`src/rtl/btds_pkg.sv`:
```
package btds_pkg;
	localparam int ADDR_W = 64;
	localparam int WORD_W = 32;
	localparam int CNT_W = 4;
	localparam int PMC_W = 40;
	localparam int GPR_COUNT = 8;
	localparam int MISPRED_BIT = 63;
	localparam int PRED_BIT = 4;
	localparam int BR_PRED_WORD = 2;
	localparam int REC_WORDS = 10;

	// record-format codes of the capability field
	localparam logic [5:0] FMT_SEG_OFS = 6'h00;
	localparam logic [5:0] FMT_LIN_64 = 6'h01;
	localparam logic [5:0] FMT_EIP_64 = 6'h02;
	localparam logic [5:0] FMT_EIP_FLAGS = 6'h03;
	localparam logic [5:0] LBR_FMT = FMT_EIP_FLAGS;

	// identification outputs
	localparam logic PERF_CAP_PRESENT = 1'b1;
	localparam logic DEBUG_STORE_PRESENT = 1'b1;
	localparam logic BRANCH_STORE_ABSENT = 1'b0;
	localparam logic SAMPLING_ABSENT = 1'b0;

	// buffer management area, 32-bit field layout
	localparam logic [63:0] MGMT_BR_OFS = 64'h0;
	localparam logic [63:0] MGMT_SMP_OFS = 64'h10;
	localparam logic [63:0] FLD_INDEX_OFS = 64'h4;
	localparam logic [CNT_W-1:0] FLD_BASE = 4'h0;
	localparam logic [CNT_W-1:0] FLD_INDEX = 4'h1;
	localparam logic [CNT_W-1:0] FLD_MAX = 4'h2;
	localparam logic [CNT_W-1:0] FLD_THR = 4'h3;
	localparam logic [CNT_W-1:0] FLD_RST_LO = 4'h4;
	localparam logic [CNT_W-1:0] FLD_RST_HI = 4'h5;
	localparam logic [CNT_W-1:0] BR_FETCH_LAST = 4'h3;
	localparam logic [CNT_W-1:0] SMP_FETCH_LAST = 4'h5;
	localparam logic [CNT_W-1:0] BR_WORD_LAST = 4'h2;
	localparam logic [CNT_W-1:0] SMP_WORD_LAST = 4'h9;
	localparam logic [31:0] BR_BYTES = 32'h0000000c;
	localparam logic [31:0] SMP_BYTES = 32'h00000028;
	localparam logic [PMC_W-1:0] PMC_MAX = 40'hffffffffff;

	typedef enum logic [1:0] {
		S_IDLE = 2'b00,
		S_FETCH = 2'b01,
		S_WRITE = 2'b10,
		S_INDEX = 2'b11
	} btds_state_t;
endpackage

```
`src/rtl/btds_addr_fmt.sv`:
```
`timescale 1ns/10ps
`default_nettype none
module btds_addr_fmt
	import btds_pkg::*;
(
	input wire logic [ADDR_W-1:0] i_addr,
	input wire logic i_long_mode,
	input wire logic i_full_64,
	output logic [ADDR_W-1:0] o_addr
);
	always_comb begin
		// low half only outside long mode, upper half cleared in compatibility mode
		if (i_long_mode && i_full_64) begin
			o_addr = i_addr;
		end else begin
			o_addr = {32'h0, i_addr[31:0]};
		end
	end
endmodule
`default_nettype wire

```
`src/rtl/btds_top.sv`:
```
`timescale 1ns/10ps
`default_nettype none
module btds_top
	import btds_pkg::*;
(
	input wire logic i_clk,
	input wire logic i_arst_n,
	input wire logic i_ce,
	input wire logic i_ctl_write,
	input wire logic i_ctl_trace,
	input wire logic i_ctl_store,
	input wire logic i_ctl_irq,
	input wire logic i_ctl_sample,
	input wire logic i_smm,
	input wire logic i_machine_check,
	input wire logic i_init,
	input wire logic i_long_mode,
	input wire logic i_full_64,
	input wire logic i_br_valid,
	input wire logic [ADDR_W-1:0] i_br_from,
	input wire logic [ADDR_W-1:0] i_br_to,
	input wire logic i_br_predicted,
	input wire logic i_br_is_exc,
	input wire logic i_pmc_event,
	input wire logic i_pmc_write,
	input wire logic [PMC_W-1:0] i_pmc_wdata,
	input wire logic [GPR_COUNT*WORD_W-1:0] i_gpr,
	input wire logic [WORD_W-1:0] i_ip,
	input wire logic [WORD_W-1:0] i_cs_base,
	input wire logic [WORD_W-1:0] i_flags_register,
	input wire logic [ADDR_W-1:0] i_store_area_base_reg,
	input wire logic i_mem_ack,
	input wire logic [WORD_W-1:0] i_mem_rdata,
	output logic o_mem_req,
	output logic o_mem_we,
	output logic [ADDR_W-1:0] o_mem_addr,
	output logic [WORD_W-1:0] o_mem_wdata,
	output logic o_busy,
	output logic o_buffer_irq,
	output logic o_branch_trace_message,
	output logic [ADDR_W-1:0] o_last_branch_record_from,
	output logic [ADDR_W-1:0] o_last_branch_record_to,
	output logic [ADDR_W-1:0] o_last_branch_legacy,
	output logic [ADDR_W-1:0] o_last_exception_record_from,
	output logic [ADDR_W-1:0] o_last_exception_record_to,
	output logic [5:0] o_perf_capability_reg,
	output logic o_perf_capability_present,
	output logic o_debug_store_present,
	output logic o_branch_store_absent_flag,
	output logic o_sampling_absent_flag,
	output logic o_trace_message_enable,
	output logic o_branch_store_enable,
	output logic o_branch_buffer_irq_enable,
	output logic o_sampling_enable,
	output logic [PMC_W-1:0] o_pmc
);
	logic [1:0] rst_q;
	logic rst_n;
	logic [ADDR_W-1:0] raw_addr [2];
	logic [ADDR_W-1:0] fmt_addr [2];
	logic [ADDR_W-1:0] from_val;

	btds_state_t st, next_st;
	logic [CNT_W-1:0] cnt, next_cnt;
	logic is_smp, next_is_smp;
	logic ctl_trace, next_ctl_trace;
	logic ctl_store, next_ctl_store;
	logic ctl_irq, next_ctl_irq;
	logic smp_en, next_smp_en;
	logic armed, next_armed;
	logic [PMC_W-1:0] pmc, next_pmc;
	logic [31:0] f_base, next_f_base;
	logic [31:0] f_idx, next_f_idx;
	logic [31:0] f_max, next_f_max;
	logic [31:0] f_thr, next_f_thr;
	logic [31:0] f_rlo, next_f_rlo;
	logic [31:0] f_rhi, next_f_rhi;
	logic [WORD_W-1:0] rec [REC_WORDS];
	logic [WORD_W-1:0] next_rec [REC_WORDS];
	logic irq, next_irq;
	logic msg, next_msg;
	logic [ADDR_W-1:0] lbr_from, next_lbr_from;
	logic [ADDR_W-1:0] lbr_to, next_lbr_to;
	logic [ADDR_W-1:0] lbr_leg, next_lbr_leg;
	logic [ADDR_W-1:0] ler_from, next_ler_from;
	logic [ADDR_W-1:0] ler_to, next_ler_to;

	logic br_go;
	logic smp_go;
	logic [31:0] rec_bytes;
	logic [31:0] idx_adv;
	logic no_room;
	logic wrap;
	logic [31:0] new_idx;
	logic thr_hit;
	logic [ADDR_W-1:0] mgmt_base;

	always_ff @(posedge i_clk or negedge i_arst_n) begin
		if (!i_arst_n) begin
			rst_q <= 2'b00;
		end else begin
			rst_q <= {rst_q[0], 1'b1};
		end
	end
	assign rst_n = rst_q[1];

	assign raw_addr[0] = i_br_from;
	assign raw_addr[1] = i_br_to;
	for (genvar g = 0; g < 2; g++) begin : g_fmt
		btds_addr_fmt u_fmt (
			.i_addr(raw_addr[g]),
			.i_long_mode(i_long_mode),
			.i_full_64(i_full_64),
			.o_addr(fmt_addr[g])
		);
	end

	always_comb begin
		from_val = fmt_addr[0];
		if (LBR_FMT == FMT_EIP_FLAGS) begin
			from_val[MISPRED_BIT] = ~i_br_predicted;
		end
	end

	// recording only outside management mode, in any other cpu mode
	assign br_go = i_br_valid && ctl_trace && ctl_store && !i_smm;
	assign smp_go = armed && smp_en && i_pmc_event && !i_smm;
	assign rec_bytes = is_smp ? SMP_BYTES : BR_BYTES;
	assign idx_adv = 32'(f_idx + rec_bytes);
	assign no_room = 33'(f_idx) + 33'(rec_bytes) > 33'(f_max);
	assign wrap = !is_smp && !ctl_irq && (33'(idx_adv) + 33'(BR_BYTES) > 33'(f_max));
	assign new_idx = wrap ? f_base : idx_adv;
	assign thr_hit = (f_idx == f_thr);
	assign mgmt_base = 64'(i_store_area_base_reg + (is_smp ? MGMT_SMP_OFS : MGMT_BR_OFS));

	always_comb begin
		next_st = st;
		next_cnt = cnt;
		next_is_smp = is_smp;
		next_ctl_trace = ctl_trace;
		next_ctl_store = ctl_store;
		next_ctl_irq = ctl_irq;
		next_smp_en = smp_en;
		next_armed = armed;
		next_pmc = pmc;
		next_f_base = f_base;
		next_f_idx = f_idx;
		next_f_max = f_max;
		next_f_thr = f_thr;
		next_f_rlo = f_rlo;
		next_f_rhi = f_rhi;
		next_rec = rec;
		next_irq = 1'b0;
		next_msg = 1'b0;
		next_lbr_from = lbr_from;
		next_lbr_to = lbr_to;
		next_lbr_leg = lbr_leg;
		next_ler_from = ler_from;
		next_ler_to = ler_to;
		if (i_ctl_write) begin
			next_ctl_trace = i_ctl_trace;
			next_ctl_store = i_ctl_store;
			next_ctl_irq = i_ctl_irq;
			next_smp_en = i_ctl_sample;
		end
		if (i_smm || i_machine_check || i_init) begin
			next_ctl_trace = 1'b0;
			next_ctl_store = 1'b0;
			next_ctl_irq = 1'b0;
			next_smp_en = 1'b0;
		end
		if (i_br_valid) begin
			next_lbr_from = from_val;
			next_lbr_to = fmt_addr[1];
			next_lbr_leg = {i_br_to[31:0], i_br_from[31:0]};
			if (i_br_is_exc) begin
				next_ler_from = from_val;
				next_ler_to = fmt_addr[1];
			end
			if (ctl_trace && !ctl_store) begin
				next_msg = 1'b1;
			end
		end
		if (smp_en && i_pmc_event) begin
			next_pmc = 40'(pmc + 40'h1);
			if (pmc == PMC_MAX) begin
				next_armed = 1'b1;
			end
		end
		// software preset of the counter, so an overflow is reachable
		if (i_pmc_write) begin
			next_pmc = i_pmc_wdata;
		end
		unique case (st)
			S_IDLE: begin
				next_cnt = '0;
				if (smp_go) begin
					next_is_smp = 1'b1;
					next_st = S_FETCH;
					next_rec[0] = i_flags_register;
					next_rec[1] = 32'(i_ip + i_cs_base);
					for (int k = 0; k < GPR_COUNT; k++) begin
						next_rec[k + 2] = i_gpr[k*WORD_W +: WORD_W];
					end
				end else if (br_go) begin
					next_is_smp = 1'b0;
					next_st = S_FETCH;
					next_rec[0] = i_br_from[31:0];
					next_rec[1] = i_br_to[31:0];
					next_rec[BR_PRED_WORD] = '0;
					next_rec[BR_PRED_WORD][PRED_BIT] = i_br_predicted;
				end
			end
			S_FETCH: begin
				if (i_mem_ack) begin
					case (cnt)
						FLD_BASE: next_f_base = i_mem_rdata;
						FLD_INDEX: next_f_idx = i_mem_rdata;
						FLD_MAX: next_f_max = i_mem_rdata;
						FLD_THR: next_f_thr = i_mem_rdata;
						FLD_RST_LO: next_f_rlo = i_mem_rdata;
						FLD_RST_HI: next_f_rhi = i_mem_rdata;
						default: next_f_base = f_base;
					endcase
					next_cnt = 4'(cnt + 4'h1);
					if (cnt == (is_smp ? SMP_FETCH_LAST : BR_FETCH_LAST)) begin
						next_cnt = '0;
						next_st = no_room ? S_IDLE : S_WRITE;
					end
				end
			end
			S_WRITE: begin
				if (i_mem_ack) begin
					next_cnt = 4'(cnt + 4'h1);
					if (cnt == (is_smp ? SMP_WORD_LAST : BR_WORD_LAST)) begin
						next_cnt = '0;
						next_st = S_INDEX;
					end
				end
			end
			S_INDEX: begin
				if (i_mem_ack) begin
					next_st = S_IDLE;
					next_irq = thr_hit;
					if (is_smp) begin
						next_pmc = {f_rhi[7:0], f_rlo};
						next_armed = 1'b0;
					end
				end
			end
		endcase
	end

	always_ff @(posedge i_clk or negedge rst_n) begin
		if (!rst_n) begin
			st <= S_IDLE;
			cnt <= '0;
			is_smp <= 1'b0;
			ctl_trace <= 1'b0;
			ctl_store <= 1'b0;
			ctl_irq <= 1'b0;
			smp_en <= 1'b0;
			armed <= 1'b0;
			pmc <= '0;
			f_base <= '0;
			f_idx <= '0;
			f_max <= '0;
			f_thr <= '0;
			f_rlo <= '0;
			f_rhi <= '0;
			rec <= '{default: '0};
			irq <= 1'b0;
			msg <= 1'b0;
			lbr_from <= '0;
			lbr_to <= '0;
			lbr_leg <= '0;
			ler_from <= '0;
			ler_to <= '0;
		end else if (i_ce) begin
			st <= next_st;
			cnt <= next_cnt;
			is_smp <= next_is_smp;
			ctl_trace <= next_ctl_trace;
			ctl_store <= next_ctl_store;
			ctl_irq <= next_ctl_irq;
			smp_en <= next_smp_en;
			armed <= next_armed;
			pmc <= next_pmc;
			f_base <= next_f_base;
			f_idx <= next_f_idx;
			f_max <= next_f_max;
			f_thr <= next_f_thr;
			f_rlo <= next_f_rlo;
			f_rhi <= next_f_rhi;
			rec <= next_rec;
			irq <= next_irq;
			msg <= next_msg;
			lbr_from <= next_lbr_from;
			lbr_to <= next_lbr_to;
			lbr_leg <= next_lbr_leg;
			ler_from <= next_ler_from;
			ler_to <= next_ler_to;
		end
	end

	// memory port: request held until acknowledged
	always_comb begin
		o_mem_addr = '0;
		o_mem_wdata = '0;
		unique case (st)
			S_IDLE: o_mem_addr = '0;
			S_FETCH: o_mem_addr = 64'(mgmt_base + {cnt, 2'b00});
			S_WRITE: begin
				o_mem_addr = 64'({32'h0, f_idx} + {cnt, 2'b00});
				o_mem_wdata = rec[cnt];
			end
			S_INDEX: begin
				o_mem_addr = 64'(mgmt_base + FLD_INDEX_OFS);
				o_mem_wdata = new_idx;
			end
		endcase
	end
	assign o_mem_req = (st != S_IDLE);
	assign o_mem_we = (st == S_WRITE) || (st == S_INDEX);
	assign o_busy = (st != S_IDLE);
	assign o_buffer_irq = irq;
	assign o_branch_trace_message = msg;
	assign o_last_branch_record_from = lbr_from;
	assign o_last_branch_record_to = lbr_to;
	assign o_last_branch_legacy = lbr_leg;
	assign o_last_exception_record_from = ler_from;
	assign o_last_exception_record_to = ler_to;
	assign o_perf_capability_reg = LBR_FMT;
	assign o_perf_capability_present = PERF_CAP_PRESENT;
	assign o_debug_store_present = DEBUG_STORE_PRESENT;
	assign o_branch_store_absent_flag = BRANCH_STORE_ABSENT;
	assign o_sampling_absent_flag = SAMPLING_ABSENT;
	assign o_trace_message_enable = ctl_trace;
	assign o_branch_store_enable = ctl_store;
	assign o_branch_buffer_irq_enable = ctl_irq;
	assign o_sampling_enable = smp_en;
	assign o_pmc = pmc;
endmodule
`default_nettype wire

```
`config.mk`:
```
export PLATFORM = sky130hd
export DESIGN_NAME = btds_top
export DESIGN_NICKNAME = d
export VERILOG_FILES = /design/src/rtl/btds_pkg.sv /design/src/rtl/btds_addr_fmt.sv /design/src/rtl/btds_top.sv
export SDC_FILE = /design/constraint.sdc
export NUM_CORES = 2
export LEC_CHECK = 0
export BUFFER_PORTS_ARGS = -buffer_cell sky130_fd_sc_hd__buf_4
export CORE_AREA = 2 2 431 433
export DETAILED_ROUTE_END_ITERATION = 10
export DIE_AREA = 0 0 433 435
export SYNTH_ARGS = -nofsm -noshare
export SYNTH_HDL_FRONTEND = slang
export SYNTH_SLANG_ARGS = --single-unit
```
`constraint.sdc`:
```
create_clock -name i_clk -period 40.2 [get_ports i_clk]
set_input_delay 8.04 -clock i_clk [delete_from_list [all_inputs] [get_ports i_clk]]
set_output_delay 8.04 -clock i_clk [all_outputs]
set_load 0.03 [all_outputs]
```
==> summary.md <==
| Metric | Value |
|---|---|
| # IOs | `1110` |
| Post-CTS Setup Bufs | `0` |
| Post-Synth Simple-Gate Area | `19.2%` |
| Final clock skew | `0.0482 ns` |
| Post-Synthesis Cells | `4771` |
| Psw | `1.19 mW` |
| Via count | `40000` |
| Crit Path Category | `in2out` |
| Fin. max-slew vios | `0` |
| Max FO, Critical Path | `10` |
| Inst Count DP | `8053` |
| Mux cell area share after synthesis | `11.5%` |
| RSZ-0062 raised after global routing | `no` |
| Final GP Congestion | `0.933` |
| Clk pwr share | `29.5%` |
| Fill cell count | `19400` |
| DRT antenna net count | `0` |
| Num Clock Sinks | `800` |
| Ys async rst share | `100%` |
| Slew @ Worst Pin | `1.28 ns` |
| Post-Route Setup TNS | `0 ns` |
| Die Y | `435 um` |
| Drt total wl | `211000 um` |
| Per-cell routed wire length | `25.6 um` |
| Final period util | `51.2%` |
| Cell-internal power | `1.85 mW` |
| CTS tree | `yes` |
| Commonest cells after routing, fill and taps aside | `1236 x nand2_1, 1156 x buf_4, 797 x dfrtp_1` |
| Combinational Power Share | `36.4%` |
| Seq cells post-synth | `800` |
| Peak supply drop | `0.0000359 V` |
| Synth cell types | `86` |
| Vias/cell | `4.86` |
| Placement Setup Slack | `19.68 ns` |
| Arr. time, crit path | `12.54 ns` |
| Clk Latency, worst-skew pair | `0.77 ns` |
| Syn Std Cell Area | `44400 um^2` |
| HP Start | `rst_q[0]` |
| Post-cts sizing count | `0` |
| Reg2reg path depth | `16` |
| Hold WC Path Type | `reg2reg` |
| GR Util All Layers | `21.8%` |
| Ys flop type | `dfrtp_1` |
| Status | `complete, no violations` |
| XOR/XNOR Fraction of Synth Area | `5.18%` |
| Area growth syn-to-layout | `30.4%` |
| Slew HR | `13.8%` |
| Max Cap Viol | `0` |
| Non-Filler Instances | `8243` |
| Final setup viols | `0` |
| Sw Share | `39.1%` |
| Share of the synthesized area in the top cell type | `45.0%` |
| Synth area leaders | `dfrtp_1 45%, nand2_1 10%, mux2_2 6.6%, ha_1 3.3%, mux4_2 3.2%` |
| Vias in the first global route | `39700` |
| CTS Hold Bufs | `0` |
| Hold slack | `0.356 ns` |
| CTS Buffer Depth | `3` |
| Leak Pwr | `27.6 nW` |
| Root Buffer | `clkbuf_16` |
| Layout Nets | `6424` |
| Sequential area share after synthesis | `45.0%` |
| Hold path depth | `0` |
| R2R setup slack | `34.55 ns` |
| Worst setup SP type | `input port` |
| Peak Freq | `0.0486 GHz` |
| Required time of the critical path | `32.16 ns` |
| Pin count of the biggest net entering global routing | `101` |
| Initial Util | `24.1%` |
| GR Overflow Total | `0` |
| Post-DP HPWL | `169000 um` |
| Core area | `184000 um^2` |
| Hold path endpoint | `rst_q[1]` |
| Total CTS buffers | `94` |
| Complex-gate fraction of the synthesized area | `11.0%` |
| CP Capture Type | `output pin` |
| Post-route setup slack | `19.62 ns` |
| Main combinational cell family by area after synthesis | `simple AND/OR/NAND/NOR gates` |
| Synth Warn # | `0` |
| Die Wd | `433 um` |
| Residual DRC | `0` |
| Top cell type by total area after synthesis | `dfrtp_1` |
| Worst-path clk slew | `0.06 ns` |
| Global-route wire length before repair | `296000 um` |
| Initial antenna violation count | `24` |
| DIE AREA | `188000 um^2` |
| Final Hold Viols | `0` |
| Synth Area in Adders | `3.43%` |
| Register share of total power | `34.1%` |
| Share of layout cells above drive strength 1 | `29.2%` |
| Average size of a mapped cell | `9.31 um^2` |
| Detailed Routing Iterations Pass 1 | `5` |
| Critical R2R Launch | `is_smp` |
| Post-synth EDFFs | `0` |
| Commonest non-fill, non-tap cell in the layout | `nand2_1` |
| Crit path time final | `20.58 ns` |
| Power Density | `52.5 nW/um^2` |
| PortBufs | `1098` |
| Drt initial violations | `3202` |
| # rows | `158` |
| H-tree lvl count | `3` |
-- power groups by stage --
stage / clock network, mW / logic, mW / registers (mW)
global route: 0.947 / 1.18 / 1.05
detailed placement: 0 / 1.10 / 1.05
finish: 0.895 / 1.11 / 1.04
floorplan: 0 / 0.640 / 1.07
CTS: 0.914 / 1.11 / 1.03
global placement: 0 / 1.10 / 1.04
-- worst max path at each step --
stage / from / endpoint / slack, ns / cells past startpoint
final: i_store_area_base_reg[4] / o_mem_addr[60] / 19.62 / 13
after global routing: i_store_area_base_reg[4] / o_mem_addr[60] / 19.35 / 13
after CTS: i_store_area_base_reg[4] / o_mem_addr[60] / 19.68 / 13
after detailed placement: i_store_area_base_reg[4] / o_mem_addr[60] / 19.68 / 13
after global placement: i_store_area_base_reg[4] / o_mem_addr[60] / 19.67 / 13
after floorplan: rst_q[1] / async pin / 16.25 / 0
-- worst max-delay path, cell delays in order --
cell and delay (ns):
buf_4 0.11, ha_1 0.24, ha_1 0.26, and4_1 0.41
a21oi_1 0.53, o311ai_0 0.29, a22oi_1 0.46, nand4_1 0.48
nor4_2 0.67, nand2_1 0.23, or4_1 0.53, nand2_1 0.09
buf_4 0.16
-- kinds of logic after synthesis --
family,count (synthesis)
flip-flops,800
adder cells (fa/ha/maj),120
multiplexers,397
XOR/XNOR,262
AO/OA/AOI/OAI,788
AND/OR/NAND/NOR,1943
other,2
buffers and inverters,459
-- cell usage after synthesis, types with 15 or more instances --
master    count
mux2i_1      74
o22ai_1      63
nand4b_1     16
a22oi_1      21
a211oi_1     15
inv_1        95
and2_1       27
clkbuf_1    219
and4_1       16
nand3_1      82
a31oi_1      72
a21oi_1     128
buf_1        43
xor2_1      112
nor2b_1      27
ha_1        117
buf_4        75
a22o_1       47
xnor2_1     149
mux4_2       64
and3_1       43
nor4_1       37
buf_2        26
nor2_1      232
nand2_1    1238
mux2_2      259
a21o_1       53
o21ai_0     275
nand4_1      75
o21a_1       18
o211ai_1     15
dfrtp_1     800
nor3_1       67
-- metrics by stage --
step                utilization [%]  instance area, um^2  total power [mW]
floorplan                         -                44500              1.71
global placement               29.7                54700              2.14
detailed placement             29.7                54700              2.15
CTS                            31.5                57900              3.06
global route                   31.5                57900              3.18
finish                         31.5                57900              3.04
-- sequential cells by signal (all words and copies together), names as in the netlist, named ones only --
register                      count
armed                             1
cnt                               4
f_base                           32
f_idx                            32
f_max                            32
f_rhi                             8
f_rlo                            32
f_thr                            32
is_smp                            1
o_branch_buffer_irq_enable        1
o_branch_store_enable             1
o_branch_trace_message            1
o_buffer_irq                      1
o_last_branch_record_from        64
o_last_branch_record_to          64
o_last_exception_record_from     64
o_last_exception_record_to       64
o_pmc                            40
o_sampling_enable                 1
o_trace_message_enable            1
rec                             320
rst_q                             2
st                                1
-- per-layer routing --
metal | part of all wire (%) | vias to the layer above | global-route usage [%]
li1 | - | 18300 | -
met5 | 0 | - | 0
met3 | 6.6 | 254 | 4.48
met2 | 50 | 1475 | 37.7
met1 | 39 | 20000 | 26.4
met4 | 3.7 | 0 | 8.44
-- layout make-up --
class / count / area, um^2 / share of cell area, %
multi-input combinational: 3521 / 22500 / 38.8
sequential: 800 / 20000 / 34.6
timing repair buffer: 1156 / 8680 / 15.0
tap: 2480 / 3100 / 5.36
clock buffer: 136 / 2710 / 4.68
clock inverter: 37 / 512 / 0.883
inverter: 96 / 360 / 0.622
antenna: 17 / 42.5 / 0.0734
(Power assumes the default switching activity.)
